File: src/pic_pkg.sv
// Shared constants for the prioritized interrupt controller.
// Contract
// - Bit 15 reads non-maskable pin level, read-only.
// - Reset initializes control register; standby keeps it.
// - Bits 14..9 read zero; software writes zero.
// - Bit 8 picks non-maskable edge: 0 falling.
// - Bits 7..0 pick pin sense: 0 low-level.
// - Highest programmed level among pending requests wins.
// - Equal levels resolved by fixed default order.
// - Forward only when level strictly exceeds mask.
// - Accepted request drives request pin low.
// - Request pin mirrors the CPU request line.
// - Level request releases pin after mask update.
// - Edge request releases pin on exception start.
// - Pin stays low for newer higher request.
// - Edge request pends once, edges do not queue.
// - Level request vanishes if pin released early.
// - On-chip module requests are level requests.
// - Four-bit priority fields, 0 lowest, 15 highest.
// - Reset clears priority fields; standby keeps them.
package pic_pkg;
  localparam int PIC_N_IRQ = 8;
  localparam int PIC_N_MOD = 11;
  localparam int PIC_N_SRC = PIC_N_IRQ + PIC_N_MOD;
  localparam int PIC_IDX_W = 5;
  localparam int PIC_N_PRI = 5;
  localparam logic [7:0] PIC_OFS_CTRL = 8'h00;
  localparam logic [7:0] PIC_OFS_PRI = 8'h04;
  localparam logic [7:0] PIC_OFS_PRI_END = 8'h14;
  localparam logic [7:0] PIC_OFS_STAT = 8'h18;
  localparam int PIC_NONMASKABLE_PIN_LEVEL_BIT = 15;
  localparam int PIC_NONMASKABLE_EDGE_SELECT_BIT = 8;
  localparam int PIC_SENSE_MSB = 7;
  localparam int PIC_ST_NMI_BIT = 8;
  localparam int PIC_ST_REQ_BIT = 9;
  localparam int PIC_ST_LVL_LSB = 12;
  localparam int PIC_ST_VEC_LSB = 16;
  localparam logic [8:0] PIC_CTRL_RST = 9'h000;
  localparam logic [15:0] PIC_PRI_RST = 16'h0000;
  localparam logic [4:0] PIC_NMI_VEC = 5'h1F;
  localparam logic [3:0] PIC_NMI_LVL = 4'hF;
  localparam logic [2:0] PIC_HSIZE_WORD = 3'h2;
endpackage

File: src/pic_arb_if.sv
// Connection between the controller top and its priority arbiter.
`timescale 1ns/1ps
interface pic_arb_if;
  import pic_pkg::*;
  logic [PIC_N_SRC-1:0] req;
  logic [4*PIC_N_SRC-1:0] lvl;
  logic found;
  logic [PIC_IDX_W-1:0] idx;
  logic [3:0] top_lvl;
  modport ctl (output req, lvl, input found, idx, top_lvl);
  modport arb (input req, lvl, output found, idx, top_lvl);
endinterface

File: src/pic_arbiter.sv
// Priority arbiter: picks the highest level, lowest index on ties.
`timescale 1ns/1ps
module pic_arbiter
  import pic_pkg::*;
(
  pic_arb_if.arb arb_io // Requests and levels in, winner out.
);

  // Scan from the last source down so that an equal level lets the lower index win.
  always_comb begin
    arb_io.found = 1'b0;
    arb_io.idx = '0;
    arb_io.top_lvl = '0;
    for (int i = PIC_N_SRC - 1; i >= 0; i--) begin
      if (arb_io.req[i] && (!arb_io.found || arb_io.lvl[4*i +: 4] >= arb_io.top_lvl)) begin
        arb_io.found = 1'b1;
        arb_io.idx = PIC_IDX_W'(i);
        arb_io.top_lvl = arb_io.lvl[4*i +: 4];
      end
    end
  end

endmodule

File: src/pic_top.sv
// Interrupt controller top: AHB-Lite registers, pin sensing, mask compare.
`timescale 1ns/1ps
module pic_top
  import pic_pkg::*;
(
  input wire logic clock_in, // System clock, 20 MHz.
  input wire logic sys_rst_in, // Synchronous reset, active high.
  input wire logic hsel_in, // AHB slave select.
  input wire logic [7:0] haddr_in, // AHB byte address.
  input wire logic [1:0] htrans_in, // AHB transfer type.
  input wire logic hwrite_in, // AHB write strobe.
  input wire logic [2:0] hsize_in, // AHB transfer size.
  input wire logic hready_in, // AHB bus ready.
  input wire logic [31:0] hwdata_in, // AHB write data.
  output logic [31:0] hrdata_out, // AHB read data.
  output logic hreadyout_out, // AHB slave ready.
  output logic hresp_out, // AHB response, always OKAY.
  input wire logic nmi_pin_in, // Non-maskable request pin.
  input wire logic [PIC_N_IRQ-1:0] irq_pin_n_in, // External request pins, low active.
  input wire logic [PIC_N_MOD-1:0] module_req_in, // On-chip module request levels.
  input wire logic [3:0] cpu_mask_level_in, // CPU current mask level.
  input wire logic cpu_accept_in, // CPU starts exception handling.
  output logic cpu_req_out, // Request line to the CPU.
  output logic [PIC_IDX_W-1:0] cpu_vector_out, // Source of the forwarded request.
  output logic [3:0] cpu_level_out, // Level of the forwarded request.
  output logic request_out_pin_n_out // Request mirror pin, low active.
);

  pic_arb_if arb ();

  pic_arbiter u_arb (
    .arb_io(arb)
  );

  // Synchroniser stages and the delayed copy used for edge detection.
  logic nmi_s1_r;
  logic nmi_s2_r;
  logic nmi_d_r;
  logic [PIC_N_IRQ-1:0] irq_s1_r;
  logic [PIC_N_IRQ-1:0] irq_s2_r;
  logic [PIC_N_IRQ-1:0] irq_d_r;

  // Register state.
  logic [PIC_NONMASKABLE_EDGE_SELECT_BIT:0] ctrl_r;
  logic [15:0] pri_r [PIC_N_PRI];

  // Request state.
  logic nmi_pend_r;
  logic [PIC_N_IRQ-1:0] edge_r;
  logic req_r;
  logic [PIC_IDX_W-1:0] vec_r;
  logic [3:0] lvl_r;

  // Bus data phase state.
  logic dp_rd_r;
  logic dp_wr_r;
  logic [7:0] dp_addr_r;
  logic rd_done_r;
  logic [31:0] hrdata_r;

  // Combinational helpers.
  logic take_w;
  logic [PIC_N_IRQ-1:0] sense_w;
  logic [PIC_N_IRQ-1:0] irq_req_w;
  logic [PIC_N_IRQ-1:0] edge_set_w;
  logic [PIC_N_IRQ-1:0] edge_clr_w;
  logic nmi_set_w;
  logic ack_irq_w;
  logic ack_nmi_w;
  logic fwd_w;
  logic [31:0] rd_w;

  // Decodes a byte address as one of the five priority words.
  function automatic logic is_pri(input logic [7:0] a);
    is_pri = (a >= PIC_OFS_PRI) && (a <= PIC_OFS_PRI_END);
  endfunction

  // Turns a priority word address into its array index.
  function automatic logic [2:0] pri_idx(input logic [7:0] a);
    logic [7:0] d;
    d = a - PIC_OFS_PRI;
    pri_idx = d[4:2];
  endfunction

  // Pins idle high, so the stages reset high to avoid a false edge at release.
  // pins synchronised first
  always_ff @(posedge clock_in) begin
    if (sys_rst_in) begin
      nmi_s1_r <= 1'b1;
      nmi_s2_r <= 1'b1;
      nmi_d_r <= 1'b1;
      irq_s1_r <= '1;
      irq_s2_r <= '1;
      irq_d_r <= '1;
    end else begin
      nmi_s1_r <= nmi_pin_in;
      nmi_s2_r <= nmi_s1_r;
      nmi_d_r <= nmi_s2_r;
      irq_s1_r <= irq_pin_n_in;
      irq_s2_r <= irq_s1_r;
      irq_d_r <= irq_s2_r;
    end
  end

  // Control bit 7 serves pin 0, bit 0 serves pin 7, so the order is reversed here.
  for (genvar i = 0; i < PIC_N_IRQ; i++) begin : g_pin
    assign sense_w[i] = ctrl_r[PIC_SENSE_MSB - i];
    assign irq_req_w[i] = sense_w[i] ? edge_r[i] : !irq_s2_r[i];
  end

  // Each source takes its nibble; bits 15..12 of a word serve the first source.
  for (genvar f = 0; f < PIC_N_SRC; f++) begin : g_lvl
    assign arb.lvl[4*f +: 4] = pri_r[f/4][4*(3 - f%4) +: 4];
  end

  // External pins first, then on-chip modules, which fixes the default order.
  // module level requests
  assign arb.req = {module_req_in, irq_req_w};

  // Edges only count while the pin is in edge mode.
  assign edge_set_w = sense_w & irq_d_r & ~irq_s2_r;

  assign nmi_set_w = ctrl_r[PIC_NONMASKABLE_EDGE_SELECT_BIT] ? (nmi_s2_r & ~nmi_d_r) : (~nmi_s2_r & nmi_d_r);

  // The CPU acknowledges whatever source is currently on the vector output.
  assign ack_nmi_w = cpu_accept_in && (vec_r == PIC_NMI_VEC);
  assign ack_irq_w = cpu_accept_in && (vec_r < PIC_IDX_W'(PIC_N_IRQ));
  assign edge_clr_w = ack_irq_w ? (PIC_N_IRQ'(1) << vec_r[2:0]) : '0;

  // An edge latch holds one event; a set in the clearing cycle wins.
  // single pending edge
  always_ff @(posedge clock_in) begin
    if (sys_rst_in) begin
      edge_r <= '0;
    end else begin
      edge_r <= ((edge_r & ~edge_clr_w) | edge_set_w) & sense_w;
    end
  end

  // The non-maskable latch is cleared only when the CPU takes that source.
  always_ff @(posedge clock_in) begin
    if (sys_rst_in) begin
      nmi_pend_r <= 1'b0;
    end else begin
      nmi_pend_r <= nmi_set_w | (nmi_pend_r & ~ack_nmi_w);
    end
  end

  // Non-maskable requests bypass the mask; others need a strictly higher level.
  // strict mask compare
  assign fwd_w = nmi_pend_r || (arb.found && (arb.top_lvl > cpu_mask_level_in));

  // The request drops by itself once the mask catches up or the edge is taken.
  // level release on mask
  always_ff @(posedge clock_in) begin
    if (sys_rst_in) begin
      req_r <= 1'b0;
      vec_r <= '0;
      lvl_r <= '0;
    end else begin
      req_r <= fwd_w;
      if (fwd_w) begin
        vec_r <= nmi_pend_r ? PIC_NMI_VEC : arb.idx;
        lvl_r <= nmi_pend_r ? PIC_NMI_LVL : arb.top_lvl;
      end
    end
  end

  // The pin and the CPU line come from the same flip-flop, so they never skew.
  // pin driven low
  assign request_out_pin_n_out = !req_r;
  assign cpu_req_out = req_r;
  assign cpu_vector_out = vec_r;
  assign cpu_level_out = lvl_r;

  // Only whole-word transfers are taken; other sizes are ignored and answer OKAY.
  assign take_w = hsel_in && htrans_in[1] && hready_in && (hsize_in == PIC_HSIZE_WORD);

  // Address phase capture.
  always_ff @(posedge clock_in) begin
    if (sys_rst_in) begin
      dp_rd_r <= 1'b0;
      dp_wr_r <= 1'b0;
      dp_addr_r <= 8'h00;
    end else if (hready_in) begin
      dp_rd_r <= take_w && !hwrite_in;
      dp_wr_r <= take_w && hwrite_in;
      dp_addr_r <= {haddr_in[7:2], 2'b00};
    end
  end

  // Reads take one wait state so that hrdata comes from a flip-flop.
  always_ff @(posedge clock_in) begin
    if (sys_rst_in) begin
      rd_done_r <= 1'b0;
      hrdata_r <= 32'h0000_0000;
    end else begin
      rd_done_r <= dp_rd_r && !rd_done_r;
      if (dp_rd_r && !rd_done_r) begin
        hrdata_r <= rd_w;
      end
    end
  end

  assign hreadyout_out = !(dp_rd_r && !rd_done_r);
  assign hresp_out = 1'b0;
  assign hrdata_out = hrdata_r;

  // Read multiplexer; unmapped addresses and reserved bits read as zero.
  always_comb begin
    rd_w = 32'h0000_0000;
    if (dp_addr_r == PIC_OFS_CTRL) begin
      rd_w[PIC_NONMASKABLE_PIN_LEVEL_BIT] = nmi_s2_r;
      rd_w[PIC_NONMASKABLE_EDGE_SELECT_BIT:0] = ctrl_r;
    end else if (is_pri(dp_addr_r)) begin
      rd_w[15:0] = pri_r[pri_idx(dp_addr_r)];
    end else if (dp_addr_r == PIC_OFS_STAT) begin
      rd_w[PIC_N_IRQ-1:0] = irq_req_w;
      rd_w[PIC_ST_NMI_BIT] = nmi_pend_r;
      rd_w[PIC_ST_REQ_BIT] = req_r;
      rd_w[PIC_ST_LVL_LSB +: 4] = lvl_r;
      rd_w[PIC_ST_VEC_LSB +: PIC_IDX_W] = vec_r;
    end
  end

  // Writes land in the data phase; the level bit and reserved bits are dropped.
  // There is no standby input: only reset initializes these registers.
  // reset only
  always_ff @(posedge clock_in) begin
    if (sys_rst_in) begin
      ctrl_r <= PIC_CTRL_RST;
      for (int k = 0; k < PIC_N_PRI; k++) begin
        pri_r[k] <= PIC_PRI_RST;
      end
    end else if (dp_wr_r) begin
      if (dp_addr_r == PIC_OFS_CTRL) begin
        ctrl_r <= hwdata_in[PIC_NONMASKABLE_EDGE_SELECT_BIT:0];
      end
      if (is_pri(dp_addr_r)) begin
        pri_r[pri_idx(dp_addr_r)] <= hwdata_in[15:0];
      end
    end
  end
endmodule

File: config.mk
export PLATFORM = sky130hd
export DESIGN_NAME = pic_top
export DESIGN_NICKNAME = d
export VERILOG_FILES = /design/src/pic_pkg.sv /design/src/pic_arb_if.sv /design/src/pic_arbiter.sv /design/src/pic_top.sv
export SDC_FILE = /design/constraint.sdc
export NUM_CORES = 1
export LEC_CHECK = 0
export BUFFER_PORTS_ARGS = -buffer_cell sky130_fd_sc_hd__buf_4
export CORE_MARGIN = 2
export CORE_UTILIZATION = 55
export CTS_BUF_LIST = sky130_fd_sc_hd__clkbuf_4 sky130_fd_sc_hd__clkbuf_8
export CTS_CLUSTER_DIAMETER = 150
export CTS_CLUSTER_SIZE = 20
export DETAILED_ROUTE_END_ITERATION = 10
export GPL_TIMING_DRIVEN = 0
export HOLD_SLACK_MARGIN = 0.08
export MAX_ROUTING_LAYER = met4
export PLACE_DENSITY = 0.81
export SYNTH_ARGS = -nofsm -noshare
export SYNTH_HDL_FRONTEND = slang
export SYNTH_HIERARCHICAL = 1
export SYNTH_SLANG_ARGS = --single-unit
File: constraint.sdc
create_clock -name clock_in -period 93.7 [get_ports clock_in]
set_input_delay 9.37 -clock clock_in [delete_from_list [all_inputs] [get_ports clock_in]]
set_output_delay 9.37 -clock clock_in [all_outputs]
set_load 0.005 [all_outputs]
==> flow_summary.json <==
{
  "arrival_ns": 41.38,
  "hold_violations": 0,
  "synth_seq_area_share": 0.445,
  "post-route-period-util": 0.437,
  "initial_core_util": 0.556,
  "drc": 0,
  "power.sequential.fraction": 0.391,
  "clk_pin_slew_ns": 0.12,
  "grt_util_all_layers": 0.299,
  "p_clk_frac": 0.172,
  "p_comb_frac": 0.437,
  "synth_cells": 1189,
  "required_ns": 94.16,
  "slew_headroom": -0.00956,
  "antenna_left": 0,
  "clock_latency_ns": 0.53,
  "hold_buffers": 0,
  "io_pins": 120,
  "clockRootBuffer": "clkbuf_8",
  "syn_area_um2": 12500,
  "min_period_ns": 40.93,
  "rsz0062_at_grt": "false",
  "drv_slew": 1,
  "via_count": 10200,
  "cts_setup_buffers": 0,
  "gp_congestion": 0.955,
  "placed_cells_incl_taps": 1577,
  "cts_buffers": 14,
  "finalCoreUtilization": 0.617,
  "syn2layout_area_growth_pct": 11.0,
  "drt_iter0_drc": 1304,
  "ys_async_sr_fraction": 0,
  "nets": 1452,
  "start_kind": "primary input",
  "clockBufferDepth": 3,
  "tns_ns": 0,
  "synth_cell_type_count": 92,
  "dieArea_um2": 23900,
  "power_mw": 0.273,
  "crit_type": "in -> reg",
  "cp_slowest_stage_delay_ns": 0.83,
  "instances_no_fill": 1599,
  "cp_common_cell": "ha_1",
  "fp-row-count": 55,
  "routed_wl_um": 35300,
  "grt_pass1_vias": 9399,
  "port_buffers": 86,
  "synth.ff_latch_count": 213,
  "peakVddDrop_v": 0.0000134,
  "rr_worst_depth": 141,
  "violations": "max-capacitance violations, max-slew violations",
  "synth_edf_count": 128,
  "power_switching_mw": 0.101,
  "finClkSkew_ns": 0.0409,
  "htreeDepth": 1,
  "post_drt_wl_per_cell_um": 22.1,
  "die_w_um": 155,
  "max_freq_ghz": 0.0244,
  "layout_commonest_cell": "edfxtp_1",
  "tritoncts": "built",
  "die_y_um": 155,
  "cts_resized": 0,
  "drt_pass1_iterations": 5,
  "p_sw_frac": 0.371,
  "final_cell_mix": "edfxtp_1, buf_4, nand2_1",
  "power.density_nw_per_um2": 19.7,
  "drive_gt1_frac": 0.180,
  "hpwl_um": 27100,
  "antenna_found_initial": 1,
  "grt_overflow_total": 0,
  "synth_top_flop_cell": "edfxtp_1",
  "core_area_um2": 22400,
  "end_kind": "register",
  "hp-class": "reg -> reg",
  "critPathSlowestCell": "o31ai_1",
  "cts.sinks": 213,
  "routed_via_density": 6.37,
  "worst_pin_slew_ns": 1.50,
  "status": "finished with violations",
  "p_leak_nw": 5.75,
  "yosysWarnings": 6,
  "antenna-diode-count": 0,
  "rrSetupSlack_ns": 61.35,
  "grt_pass1_wl_um": 53000,
  "syn_avg_cell_area_um2": 10.5,
  "holdPathStages": 1,
  "finalSetupViolCount": 0,
  "grt_max_degree": 22,
  "intPower_mw": 0.172,
  "cap_violations": 1,
  "crit_path_max_fanout": 10
}
==> cells in the mapped netlist, types with 14 or more instances <==
cell type  count  area share
clkbuf_1      24      0.0072
a21oi_1       66       0.026
inv_1         64       0.019
dfxtp_1       85        0.14
nand2b_1      29       0.015
o21ai_0       45       0.018
nand2_1       94       0.028
a21o_1        24       0.014
a31oi_1       14      0.0070
nand3_1       24      0.0096
edfxtp_1     128        0.31
and2_1        91       0.046
buf_4         15      0.0090
and3_1        16      0.0080
or2_2         33       0.017
mux4_2        14       0.025
nor2_1        73       0.022
mux2i_1       29       0.023
mux4_1        15       0.032
ha_1          69       0.069
==> per-layer routing <==
| metal | GRT usage | share of wire | up-vias |
|---|---|---|---|
| li1 | - | - | 4611 |
| met1 | 0.401 | 0.40 | 4831 |
| met2 | 0.468 | 0.45 | 640 |
| met3 | 0.0446 | 0.11 | 101 |
| met4 | 0.105 | 0.042 | 0 |
| met5 | - | 0 | - |
==> registers in the layout (all words and copies together) (netlist names), 5 cells and up <==
| register | flops |
|---|---|
| ctrl_r | 9 |
| dp_addr_r | 6 |
| irq_d_r | 8 |
| pri_r | 128 |
| irq_s1_r | 8 |
| irq_s2_r | 8 |
| edge_r | 8 |
| hrdata_out | 21 |
| cpu_vector_out | 5 |
==> power by group through the flow <==
stage          registers (mW)  logic, mW  clock network, mW
6_report                0.107      0.119             0.0471
4_1_cts                 0.107      0.117             0.0464
5_1_grt                 0.107      0.132             0.0498
3_5_place_dp            0.109      0.116                  0
3_3_place_gp            0.109      0.112                  0
2_1_floorplan           0.107     0.0857                  0
==> worst max-delay path, delay by kind of cell <==
kind	cells	cell delay (ns)
buf+inv	10	1.40
fa+ha+maj	20	5.54
mux	9	3.22
compound gates	63	16.36
simple gates	41	5.45
==> through the flow <==
stage	worst slack, ns	hold WS, ns	cell area (um^2)
after floorplan	57.30	0.389	12500
after global placement	53.54	0.395	13500
after detailed placement	52.99	0.396	13600
after CTS	53.42	0.427	13800
after global routing	50.34	0.436	13800
final	52.77	0.426	13800
==> area by class of cell <==
class | count | area [um^2]
Sequential cell | 213 | 5550
Clock buffer | 21 | 251
Fill cell | 1848 | 8590
Timing Repair Buffer | 92 | 702
Multi-Input combinational cell | 866 | 6400
Buffer | 56 | 329
Clock inverter | 1 | 8.76
Inverter | 65 | 244
Tap cell | 285 | 357
==> cell families after synthesis <==
group / Yosys count / synth area share
buf+inv: 121 / 0.0460
compound gates: 281 / 0.154
xor+xnor: 2 / 0.00201
fa+ha+maj: 70 / 0.0701
mux: 77 / 0.100
other cells: 1 / 0.000301
simple gates: 424 / 0.183
flops: 213 / 0.445
==> path summary, 6_finish.rpt <==
path | start | endpoint
hold / removal | irq_s1_r[1] | irq_s2_r[1]
setup / recovery | module_req_in[10] | cpu_level_out[2]
setup reg to reg | pri_r[4][4] | cpu_level_out[2]
hold reg to reg | irq_s1_r[1] | irq_s2_r[1]
(Power assumes the default switching activity.)
